## config.mk

```make
export PLATFORM = sky130hd
export DESIGN_NAME = dlc_lane_ctrl
export DESIGN_NICKNAME = d
export VERILOG_FILES = /design/src/dlc_pkg.sv /design/src/dlc_clkgen.sv /design/src/dlc_lane_ctrl.sv
export SDC_FILE = /design/constraint.sdc
export NUM_CORES = 1
export LEC_CHECK = 0
export BUFFER_PORTS_ARGS = -buffer_cell sky130_fd_sc_hd__buf_2
export CORE_MARGIN = 2
export CORE_UTILIZATION = 45
export DETAILED_ROUTE_END_ITERATION = 8
export HOLD_SLACK_MARGIN = 0.15
export PLACE_DENSITY = 0.7
export RECOVER_POWER = 100
export SYNTH_ARGS = -nofsm -noshare
export SYNTH_HDL_FRONTEND = slang
export SYNTH_SLANG_ARGS = --single-unit
```

## constraint.sdc

```tcl
create_clock -name mclk_i -period 2.8 [get_ports mclk_i]
set_input_delay 0.14 -clock mclk_i [delete_from_list [all_inputs] [get_ports mclk_i]]
set_output_delay 0.14 -clock mclk_i [all_outputs]
set_load 0.02 [all_outputs]
```

## src/dlc_pkg.sv

```systemverilog
// shared constants and types for the dram lane control block
package dlc_pkg;

  localparam int CLK_PERIOD_NS = 100;
  localparam int MUX_DELAY_NS = 40;
  localparam int CAS_DELAY_NS = 80;
  localparam int CYCLE_LEN_NS = 300;
  localparam int REFRESH_PERIOD_NS = 12500;
  localparam int REFRESH_ROWS = 256;

  // least times round up
  localparam int MUX_DELAY_CYC =
    (MUX_DELAY_NS + CLK_PERIOD_NS - 1) / CLK_PERIOD_NS;
  localparam int CAS_DELAY_CYC =
    (CAS_DELAY_NS + CLK_PERIOD_NS - 1) / CLK_PERIOD_NS;
  localparam int CYCLE_LEN_CYC =
    (CYCLE_LEN_NS + CLK_PERIOD_NS - 1) / CLK_PERIOD_NS;
  // longest time rounds down
  localparam int REFRESH_CYC = REFRESH_PERIOD_NS / CLK_PERIOD_NS;

  localparam logic [2:0] MUX_TAP = 3'(MUX_DELAY_CYC);
  localparam logic [2:0] CAS_TAP = 3'(CAS_DELAY_CYC);
  localparam logic [2:0] END_TAP = 3'(CYCLE_LEN_CYC - 1);
  localparam logic [6:0] REFRESH_LAST = 7'(REFRESH_CYC - 1);

  localparam logic [1:0] CPU_DIV_LAST = 2'h2;
  localparam logic [8:0] REFRESH_ROW_RESET = 9'h000;
  localparam logic [19:0] ADDR_RESET = 20'h00000;

  typedef enum logic [1:0] {
    DLC_IDLE = 2'b00,
    DLC_CPU = 2'b01,
    DLC_HOST = 2'b10,
    DLC_REFR = 2'b11
  } dlc_state_e;

  typedef struct packed {
    logic mem_read_strobe;
    logic mem_write_strobe;
    logic io_read;
    logic io_write;
    logic bhe_b;
  } dlc_cpu_ctl_s;

  typedef struct packed {
    logic lo_en;
    logic hi_en;
    logic swap_en;
  } dlc_xcvr_s;

  typedef struct packed {
    logic ras;
    logic mux_col;
    logic cas;
    logic upper_lane_col_strobe;
    logic lower_lane_col_strobe;
    logic [8:0] addr;
  } dlc_dram_s;

endpackage : dlc_pkg

```

## src/dlc_clkgen.sv

```systemverilog
// clock enables, divided clocks and reset synchroniser
module dlc_clkgen (
  input wire logic mclk_i,
  input wire logic rst_b_i,
  output logic cpu_clk_o,
  output logic periph_clk_o,
  output logic timer_clk_o,
  output logic cpu_rst_b_o
);
  import dlc_pkg::*;

  logic [1:0] phase_r;
  logic [2:0] div_r;
  logic [1:0] rst_sync_r;
  logic cpu_rise;

  assign cpu_rise = (phase_r == CPU_DIV_LAST);

  // divide by three, high one phase in three
  always_ff @(posedge mclk_i or negedge rst_b_i) begin
    if (!rst_b_i) begin
      phase_r <= 2'h0;
    end else if (cpu_rise) begin
      phase_r <= 2'h0;
    end else begin
      phase_r <= phase_r + 2'h1;
    end
  end

  // three successive halvings on each processor clock edge
  always_ff @(posedge mclk_i or negedge rst_b_i) begin
    if (!rst_b_i) begin
      div_r <= 3'h0;
    end else if (cpu_rise) begin
      div_r[0] <= ~div_r[0];
      if (div_r[0]) begin
        div_r[1] <= ~div_r[1];
      end
      if (div_r[0] && div_r[1]) begin
        div_r[2] <= ~div_r[2];
      end
    end
  end

  always_ff @(posedge mclk_i or negedge rst_b_i) begin
    if (!rst_b_i) begin
      rst_sync_r <= 2'h0;
    end else begin
      rst_sync_r <= {rst_sync_r[0], 1'b1};
    end
  end

  always_ff @(posedge mclk_i or negedge rst_b_i) begin
    if (!rst_b_i) begin
      cpu_clk_o <= 1'b0;
    end else begin
      cpu_clk_o <= cpu_rise;
    end
  end

  assign periph_clk_o = div_r[0];
  assign timer_clk_o = div_r[2];
  assign cpu_rst_b_o = rst_sync_r[1];

endmodule : dlc_clkgen

```

## src/dlc_lane_ctrl.sv

```systemverilog
// lane steering, dram timing and refresh for the local processor bus

//
// Overview of operation
// - odd-address byte i/o data is swapped between low and high bus halves
// - memory: word both lanes, even byte low lane, odd byte high lane
// - byte i/o: low lane transceiver at even, swap transceiver at odd
// - clock generator makes 33% processor clock, peripheral clock, reset sync
// - address latch strobe captures the address, held through the cycle
// - rising or of memory read and write strobes starts a dram cycle
// - address mux turns to column address 40 ns after row strobe; here one 100 ns clock after
// - master column strobe asserts 80 ns after row strobe; here one 100 ns clock after, with the mux
// - lane column strobes: none for i/o, by byte lanes for memory
// - host lane selects only active while the host owns the buses
// - cpu lane enables only active while the host does not own the bus
// - one refresh at least every 12.5 us, 256 rows per 4 ms
// - timer tick every 12.5 us sets the refresh request
// - refresh requests are inhibited while the host owns the bus
// - host memory request clears a pending refresh request
// - timer clock is processor clock halved three times
// - memory is shared by processor and host, one owner at a time
// - 512 kbytes as 16 one-bit rams, two byte lanes
module dlc_lane_ctrl (
  input wire logic mclk_i,
  input wire logic rst_b_i,
  input wire logic ale_i,
  input wire logic [19:0] addr_i,
  input wire dlc_pkg::dlc_cpu_ctl_s cpu_ctl_i,
  input wire logic host_owns_i,
  input wire logic host_req_i,
  input wire logic host_mem_strobe_i,
  input wire logic [17:0] host_addr_i,
  input wire logic host_hi_byte_i,
  input wire logic host_lo_byte_i,
  output logic [19:0] latched_addr_o,
  output dlc_pkg::dlc_xcvr_s xcvr_o,
  output logic cpu_upper_lane_en_o,
  output logic cpu_lower_lane_en_o,
  output logic host_upper_lane_sel_o,
  output logic host_lower_lane_sel_o,
  output dlc_pkg::dlc_dram_s dram_o,
  output logic refresh_req_o,
  output logic cpu_clk_o,
  output logic periph_clk_o,
  output logic timer_clk_o,
  output logic cpu_rst_b_o
);
  import dlc_pkg::*;

  logic [19:0] addr_r;
  logic bhe_b_r;
  logic [17:0] host_addr_r;
  logic host_hi_r;
  logic host_lo_r;
  logic cpu_hi_r;
  logic cpu_lo_r;
  dlc_state_e state_r;
  dlc_state_e state_nxt;
  logic [2:0] tap_r;
  logic strobe_d_r;
  logic host_strobe_d_r;
  logic cpu_pend_r;
  logic host_pend_r;
  logic [6:0] tick_cnt_r;
  logic refresh_req_r;
  logic [8:0] refresh_row_r;
  logic strobe_or;
  logic cpu_start;
  logic host_start;
  logic refresh_tick;
  logic cycle_end;
  logic is_word;
  logic is_even_byte;
  logic is_odd_byte;
  logic mem_cycle;
  logic io_cycle;
  logic lane_hi;
  logic lane_lo;
  logic [8:0] row_addr;
  logic [8:0] col_addr;
  logic mem_state;
  logic lane_hi_sel;
  logic lane_lo_sel;
  logic refresh_start;

  dlc_clkgen u_clkgen (
    .mclk_i(mclk_i),
    .rst_b_i(rst_b_i),
    .cpu_clk_o(cpu_clk_o),
    .periph_clk_o(periph_clk_o),
    .timer_clk_o(timer_clk_o),
    .cpu_rst_b_o(cpu_rst_b_o)
  );

  // byte lane use from a0 and the high byte enable
  function automatic logic [1:0] lane_use(input logic a0, input logic bhe_b);
    lane_use = {~bhe_b, ~a0};
  endfunction : lane_use

  // memory states that carry column timing
  function automatic logic is_mem_state(input dlc_state_e st);
    is_mem_state = (st == DLC_CPU) || (st == DLC_HOST);
  endfunction : is_mem_state

  // one lane strobe from the master strobe and its lane bit
  function automatic logic lane_strobe(input logic cas, input logic lane);
    lane_strobe = cas & lane;
  endfunction : lane_strobe

  always_ff @(posedge mclk_i or negedge rst_b_i) begin
    if (!rst_b_i) begin
      addr_r <= ADDR_RESET;
      bhe_b_r <= 1'b1;
    end else if (ale_i) begin
      addr_r <= addr_i;
      bhe_b_r <= cpu_ctl_i.bhe_b;
    end
  end

  assign latched_addr_o = addr_r;

  assign is_word = ~addr_r[0] & ~bhe_b_r;
  assign is_even_byte = ~addr_r[0] & bhe_b_r;
  assign is_odd_byte = addr_r[0] & ~bhe_b_r;
  assign mem_cycle = cpu_ctl_i.mem_read_strobe | cpu_ctl_i.mem_write_strobe;
  assign io_cycle = cpu_ctl_i.io_read | cpu_ctl_i.io_write;

  // transceiver enables while the processor owns the bus
  always_comb begin
    xcvr_o = '0;
    if (!host_owns_i) begin
      if (mem_cycle) begin
        xcvr_o.lo_en = is_word | is_even_byte;
        xcvr_o.hi_en = is_word | is_odd_byte;
      end else if (io_cycle) begin
        xcvr_o.lo_en = ~addr_r[0];
        xcvr_o.swap_en = addr_r[0];
      end
    end
  end

  assign {lane_hi, lane_lo} = lane_use(addr_r[0], bhe_b_r);
  assign cpu_upper_lane_en_o = ~host_owns_i & mem_cycle & lane_hi;
  assign cpu_lower_lane_en_o = ~host_owns_i & mem_cycle & lane_lo;
  assign host_upper_lane_sel_o = host_owns_i & host_hi_byte_i;
  assign host_lower_lane_sel_o = host_owns_i & host_lo_byte_i;

  // start of a processor memory cycle on the ored strobe edge
  assign strobe_or = mem_cycle;
  assign cpu_start = strobe_or & ~strobe_d_r & ~host_owns_i;
  assign host_start = host_mem_strobe_i & ~host_strobe_d_r & host_owns_i;

  always_ff @(posedge mclk_i or negedge rst_b_i) begin
    if (!rst_b_i) begin
      strobe_d_r <= 1'b0;
      host_strobe_d_r <= 1'b0;
    end else begin
      strobe_d_r <= strobe_or;
      host_strobe_d_r <= host_mem_strobe_i;
    end
  end

  // a start that meets a busy controller waits here
  always_ff @(posedge mclk_i or negedge rst_b_i) begin
    if (!rst_b_i) begin
      cpu_pend_r <= 1'b0;
    end else if (cpu_start) begin
      cpu_pend_r <= 1'b1;
    end else if (state_r == DLC_IDLE) begin
      cpu_pend_r <= 1'b0;
    end
  end

  always_ff @(posedge mclk_i or negedge rst_b_i) begin
    if (!rst_b_i) begin
      host_pend_r <= 1'b0;
    end else if (host_start) begin
      host_pend_r <= 1'b1;
    end else if (state_r == DLC_IDLE && !cpu_pend_r) begin
      host_pend_r <= 1'b0;
    end
  end

  always_ff @(posedge mclk_i or negedge rst_b_i) begin
    if (!rst_b_i) begin
      host_addr_r <= 18'h00000;
      host_hi_r <= 1'b0;
      host_lo_r <= 1'b0;
    end else if (host_start) begin
      host_addr_r <= host_addr_i;
      host_hi_r <= host_hi_byte_i;
      host_lo_r <= host_lo_byte_i;
    end
  end

  // lane use frozen at the start of a processor cycle
  always_ff @(posedge mclk_i or negedge rst_b_i) begin
    if (!rst_b_i) begin
      cpu_hi_r <= 1'b0;
      cpu_lo_r <= 1'b0;
    end else if (cpu_start) begin
      cpu_hi_r <= lane_hi;
      cpu_lo_r <= lane_lo;
    end
  end

  assign cycle_end = (state_r != DLC_IDLE) && (tap_r == END_TAP);

  always_comb begin
    state_nxt = state_r;
    case (state_r)
      DLC_IDLE: begin
        if (cpu_pend_r) begin
          state_nxt = DLC_CPU;
        end else if (host_pend_r) begin
          state_nxt = DLC_HOST;
        end else if (refresh_req_r && !strobe_or && !host_owns_i) begin
          state_nxt = DLC_REFR;
        end
      end
      DLC_CPU, DLC_HOST, DLC_REFR: begin
        if (cycle_end) begin
          state_nxt = DLC_IDLE;
        end
      end
      default: begin
        state_nxt = DLC_IDLE;
      end
    endcase
  end

  always_ff @(posedge mclk_i or negedge rst_b_i) begin
    if (!rst_b_i) begin
      state_r <= DLC_IDLE;
    end else begin
      state_r <= state_nxt;
    end
  end

  // delay chain taps counted from row strobe
  always_ff @(posedge mclk_i or negedge rst_b_i) begin
    if (!rst_b_i) begin
      tap_r <= 3'h0;
    end else if (state_r == DLC_IDLE || cycle_end) begin
      tap_r <= 3'h0;
    end else begin
      tap_r <= tap_r + 3'h1;
    end
  end

  // timer channel tick, only while the processor runs
  always_ff @(posedge mclk_i or negedge rst_b_i) begin
    if (!rst_b_i) begin
      tick_cnt_r <= 7'h00;
    end else if (!cpu_rst_b_o || tick_cnt_r == REFRESH_LAST) begin
      tick_cnt_r <= 7'h00;
    end else begin
      tick_cnt_r <= tick_cnt_r + 7'h01;
    end
  end

  assign refresh_tick = cpu_rst_b_o && (tick_cnt_r == REFRESH_LAST);

  // host request clears, tick sets over service clear
  always_ff @(posedge mclk_i or negedge rst_b_i) begin
    if (!rst_b_i) begin
      refresh_req_r <= 1'b0;
    end else if (host_req_i) begin
      refresh_req_r <= 1'b0;
    end else if (refresh_tick && !host_owns_i) begin
      refresh_req_r <= 1'b1;
    end else if (refresh_start) begin
      refresh_req_r <= 1'b0;
    end
  end

  // refresh begins only from idle
  assign refresh_start = (state_r == DLC_IDLE) && (state_nxt == DLC_REFR);
  assign refresh_req_o = refresh_req_r;

  always_ff @(posedge mclk_i or negedge rst_b_i) begin
    if (!rst_b_i) begin
      refresh_row_r <= REFRESH_ROW_RESET;
    end else if (state_r == DLC_REFR && cycle_end) begin
      refresh_row_r <= refresh_row_r + 9'h001;
    end
  end

  // 18-bit word address over 9 row and 9 column lines
  always_comb begin
    row_addr = addr_r[9:1];
    col_addr = addr_r[18:10];
    case (state_r)
      DLC_HOST: begin
        row_addr = host_addr_r[8:0];
        col_addr = host_addr_r[17:9];
      end
      DLC_REFR: begin
        row_addr = refresh_row_r;
        col_addr = refresh_row_r;
      end
      default: begin
        row_addr = addr_r[9:1];
        col_addr = addr_r[18:10];
      end
    endcase
  end

  assign mem_state = is_mem_state(state_r);

  // lane bits of whichever owner runs the cycle
  always_comb begin
    lane_hi_sel = 1'b0;
    lane_lo_sel = 1'b0;
    case (state_r)
      DLC_CPU: begin
        lane_hi_sel = cpu_hi_r;
        lane_lo_sel = cpu_lo_r;
      end
      DLC_HOST: begin
        lane_hi_sel = host_hi_r;
        lane_lo_sel = host_lo_r;
      end
      default: begin
        lane_hi_sel = 1'b0;
        lane_lo_sel = 1'b0;
      end
    endcase
  end

  always_comb begin
    dram_o = '0;
    dram_o.ras = (state_r != DLC_IDLE);
    dram_o.mux_col = mem_state && (tap_r >= MUX_TAP);
    dram_o.cas = mem_state && (tap_r >= CAS_TAP);
    dram_o.addr = dram_o.mux_col ? col_addr : row_addr;
    dram_o.upper_lane_col_strobe = lane_strobe(dram_o.cas, lane_hi_sel);
    dram_o.lower_lane_col_strobe = lane_strobe(dram_o.cas, lane_lo_sel);
  end

endmodule : dlc_lane_ctrl

```

# ---- Word level (Yosys, flattened, before mapping)
# Cells that the tools add are included.
dict set report op_classes {
  add_sub_neg 4
  multipliers 0
  div 0
  n_lt_le_gt_ge 1
  eq_ne 7
  shift 0
  mux 26
  n_bitwise 26
  reduce_logical 25
}
# op count
set ops {}
lappend ops {{one-hot mux 9 bit (2 select lines)} 2}
lappend ops {{AND 1 bit} 14}
lappend ops {{two-way mux 1 bit} 12}
lappend ops {{logical AND 1 bit} 10}
lappend ops {{two-way mux 2 bit} 5}
lappend ops {{adder 9 x 1 -> 9 bit (second input constant)} 1}
lappend ops {{two-way mux 9 bit} 1}
lappend ops {{equality test 2 bit (second input constant)} 4}
lappend ops {{NOT 1 bit} 8}
lappend ops {{adder 7 x 1 -> 7 bit (second input constant)} 1}
lappend ops {{equality test 7 bit (second input constant)} 1}
lappend ops {{two-way mux 7 bit} 1}
lappend ops {{two-way mux 3 bit} 2}
lappend ops {{nonzero test 2 bit} 3}
lappend ops {{logical NOT 1 bit} 4}
lappend ops {{bitwise OR 1 bit} 4}
lappend ops {{one-hot mux 1 bit (2 select lines)} 2}
lappend ops {{one-hot mux 2 bit (2 select lines)} 1}
lappend ops {{AND reduction 2 bit} 2}
lappend ops {{adder 3 x 1 -> 3 bit (second input constant)} 1}
lappend ops {{equality test 3 x 2 -> 1 bit (second input constant)} 1}
lappend ops {{greater-or-equal comparator 3 x 1 -> 1 bit (second input constant)} 1}
lappend ops {{logical OR 1 bit} 3}
lappend ops {{nonzero test 3 bit} 1}
lappend ops {{4 further kinds} 4}
dict set report word_totals {
  register_bits 77
  latch_bits 0
  mem_bits_rw 0
  rom_bits 0
  out_inout_bits 46
  wordCells 111
  n_memories 0
}

# ---- Longest topological paths before layout
dict set report depth {
  word_depth 13
  depth_mapped 6
  ltp_nobuf 6
}

# ---- Cells and area by module
# A second synthesis with hierarchy kept.
dict set report unflattened {
  cells_unflattened 281
  area_unflattened_um2 3498.4
}
# mod n_inst cells_per_inst area_each_um2 seq_area_each_um2
set by_module_without_submodules {}
lappend by_module_without_submodules {dlc_lane_ctrl 1 264 3218.1 1727.9}
lappend by_module_without_submodules {dlc_clkgen 1 17 280.3 200.2}

# ---- Least setup slack after synthesis
# OpenSTA, ideal clock, no wires.
dict set report synth_path {
  kind {register -> output}
  from {reg tap_r[0]}
  to {out dram_o[0] in the netlist's numbering}
  t_arrival_ns 1.847
  slack_ns 0.813
  stages_incl_launch_ff 6
  cell_sequence {dfrtp_1 ha_1 o41ai_4 buf_2 a221oi_1 o21ai_0}
}
# item line_no
set synth_rtl {}
lappend synth_rtl {{start, declared} dlc_lane_ctrl.sv:59} ;# logic [2:0] tap_r;
lappend synth_rtl {{start signal, assigned} dlc_lane_ctrl.sv:247} ;# tap_r <= tap_r + 3'h1;
lappend synth_rtl {{end, declared} dlc_lane_ctrl.sv:41} ;# output dlc_pkg::dlc_dram_s dram_o,

==> qor.json <==
{
  "run_status": "complete, but fails checks",
  "violations_in_the_final_reports": "capacitance limit, slew limit",
  "reg2reg_to": "refresh_row_r[8]",
  "layout_min_cycle_time_ns": 2.61,
  "grt_usage": 0.205,
  "tritoncts.num_buffers": 9,
  "worstPathRequired_ns": 2.66,
  "yosysMostFrequentCell": "dfrtp_1",
  "post_synthesis_instance_total": 282,
  "gr-usage-met2": 0.342,
  "crit-reg2reg-launch": "state_r[0]",
  "vdd_drop_max_mv": 0.363,
  "cts-root-to-sink-buffers": 2,
  "drive_above_1_share": 0.277,
  "hpwl_um": 5310,
  "postLayoutCoreUtil": 0.610,
  "timing.final.crit_share": 0.933,
  "die_w_um": 91.9,
  "postSynth.asyncResetShare": 1.00,
  "use_met3": 0.0296,
  "final_critical_path_setup_slack_ns": 0.187,
  "start_util": 0.457,
  "area_delta_synth_final_pct": 33.5,
  "hp-start": "host_owns_i",
  "max-cap-violations": 1,
  "cts_num_sinks": 77,
  "clkPwrFrac": 0.212,
  "cp.arrival_ns": 2.47,
  "design.portCount": 97,
  "unrepaired_setup_endpoints_after_global_routing": "false",
  "globalRoute.busiestLayer": "met2",
  "path_class": "reg2out",
  "grt_max_degree": 78,
  "fp-row-count": 32,
  "power_report.internal_total_uw": 2280,
  "post_synth.cell_area_avg_sq_um": 12.3,
  "finalHoldViolCount": 0,
  "root_buffer": "clkbuf_8",
  "synth_largest_type_area_fraction": 0.547,
  "max_freq_ghz": 0.383,
  "cts.repair_timing.setup_buffer_count": 0,
  "total_of_flip_flops_plus_latches_after_synthesis": 77,
  "routed-via-count": 2754,
  "register_to_register_path_depth": 6,
  "synth_seq_area_share": 0.554,
  "synth-warning-count": 0,
  "dp_cells": 472,
  "clkLatencyLatePin_ns": 0.34,
  "fill_cells": 636,
  "post_cts_hold_buffer_count": 46,
  "gpl.final_weighted_congestion": 0.750,
  "pre_cts_ws_ns": 0.636,
  "worstPathMaxFanout": 18,
  "worst_setup_path_end_kind": "primary output",
  "synth_top_cell_by_area": "dfrtp_1",
  "drt_wl_total_um": 8290,
  "fin_setup_tns_ns": 0,
  "core-area_sq_um": 7610,
  "hold_class": "in2reg",
  "worst_setup_path_start_kind": "register",
  "sw_frac_of_total": 0.406,
  "switchingPower_uw": 1560,
  "clock_skew_ns": 0.00622,
  "portBuffers": 96,
  "min_delay_worst_endpoint": "refresh_req_o",
  "drc": 0,
  "grt_first_pass_wirelength_um": 13700,
  "synth_nets": 344,
  "dr.pass1.iters": 4,
  "setup_viol": 0,
  "post_synth_main_area_contributors": "dfrtp_1, mux2_2, a221oi_1",
  "cts_tree": "done",
  "post_synth_edffs": 0,
  "netlist_top_cells_count": "dfrtp_1, mux2_2, nand2_1",
  "power_density_nw_per_um2": 829,
  "grt_pass1_vias": 2862,
  "seqPwrFrac": 0.363,
  "hold-path-cell-count": 3,
  "antenna_found_initial": 0,
  "pwr-share-comb": 0.425,
  "instances_no_fill": 532,
  "post_drt_wl_per_cell_um": 15.6,
  "holdWs_ns": 0.202,
  "finalNetCount": 489,
  "fp.dieH_um": 91.9,
  "ys.flop_type": "dfrtp_1",
  "overflow": 0,
  "dr.first_iter.drc_count": 145,
  "worst_pin_slew_ns": 1.88,
  "slew_viol_final": 78,
  "synthDistinctLibCells": 41,
  "cts_resized": 0,
  "syn_area_sq_um": 3480,
  "timing.slew.headroom": -0.254,
  "grt.met1_usage": 0.263,
  "cts.htree.levels": 3,
  "clk_pin_slew_worst_paths_ns": 0.08,
  "route.antenna.remaining_nets": 0,
  "num_antenna_cells": 0,
  "leakagePower_uw": 0.00209,
  "floorplan.die_area_sq_um": 8450,
  "vias_per_cell": 5.18,
  "rrSetupSlack_ns": 0.89
}
[power groups by stage]
stage,sequential [uW],clock (uW),combinational (uW)
after floorplan,1410,0,1090
final,1400,814,1640
after detailed placement,1410,0,1590
after global routing,1420,882,1760
after global placement,1410,0,1550
after CTS,1390,831,1650
[how the worst max path moves through the flow]
stage	to	slack, ns	startpoint
2_1_floorplan	dram_o[0]	0.81	tap_r[0]
3_3_place_gp	dram_o[2]	0.73	tap_r[0]
3_5_place_dp	dram_o[2]	0.64	state_r[0]
4_1_cts	dram_o[2]	0.25	state_r[0]
5_1_grt	dram_o[0]	0.07	state_r[1]
6_report	dram_o[8]	0.19	state_r[0]
[flip-flops by register name, indices dropped and copies added, names as in the netlist, 2 cells and up]
| register | flops |
|---|---|
| u_clkgen.div_r | 3 |
| u_clkgen.rst_sync_r | 2 |
| state_r | 2 |
| u_clkgen.phase_r | 2 |
| refresh_row_r | 9 |
| latched_addr_o | 20 |
| tick_cnt_r | 7 |
| tap_r | 3 |
| host_addr_r | 18 |
[kinds of logic after synthesis]
family,count (synthesis),share of synthesized area
other cells,1,0.00108
mux,43,0.139
flops,77,0.554
buf+inv,21,0.0273
xor+xnor,16,0.0403
compound gates,41,0.0903
simple gates,72,0.108
fa+ha+maj,11,0.0396
[placed cells by master (no fill, tap or decap), types with 3 or more instances in the layout]
cell type and n:
xor2_1 7, o21ai_0 14, dfrtp_1 76, mux2_2 42, nor3_1 7, clkbuf_1 43, and3_1 5, clkbuf_8 10
a221oi_1 18, nand2_1 20, xnor2_1 9, ha_1 11, buf_2 51, nor2_1 14, dlygate4sd3_1 46, clkbuf_2 3
nand3_1 8, inv_1 9
[layout make-up]
class | count | area (sq um) | area share
Sequential cell | 77 | 1930 | 0.415
Multi-Input combinational cell | 184 | 1460 | 0.313
Timing Repair Buffer | 145 | 907 | 0.195
Clock buffer | 10 | 138 | 0.0296
Tap cell | 102 | 128 | 0.0275
Clock inverter | 4 | 48.8 | 0.0105
Inverter | 10 | 37.5 | 0.00809
[through the flow]
step | power (uW) | cell area, sq um
final | 3850 | 4640
after global routing | 4060 | 4640
after CTS | 3870 | 4700
after detailed placement | 3010 | 4050
after global placement | 2960 | 4050
after floorplan | 2500 | 3480
[worst max-delay path, stage by stage, from the launching register on]
cell,delay [ns]
dfrtp_1,0.43
ha_1,0.37
nor2_2,0.64
a221oi_1,0.17
o21ai_0,0.30
buf_2,0.22
[routing by layer]
metal,up-vias,wire length [um]
met5,-,0
met4,0,216
met3,15,317
met2,73,4220
met1,1370,3540
li1,1296,-
Note: power is estimated with default switching activity, not from simulation.
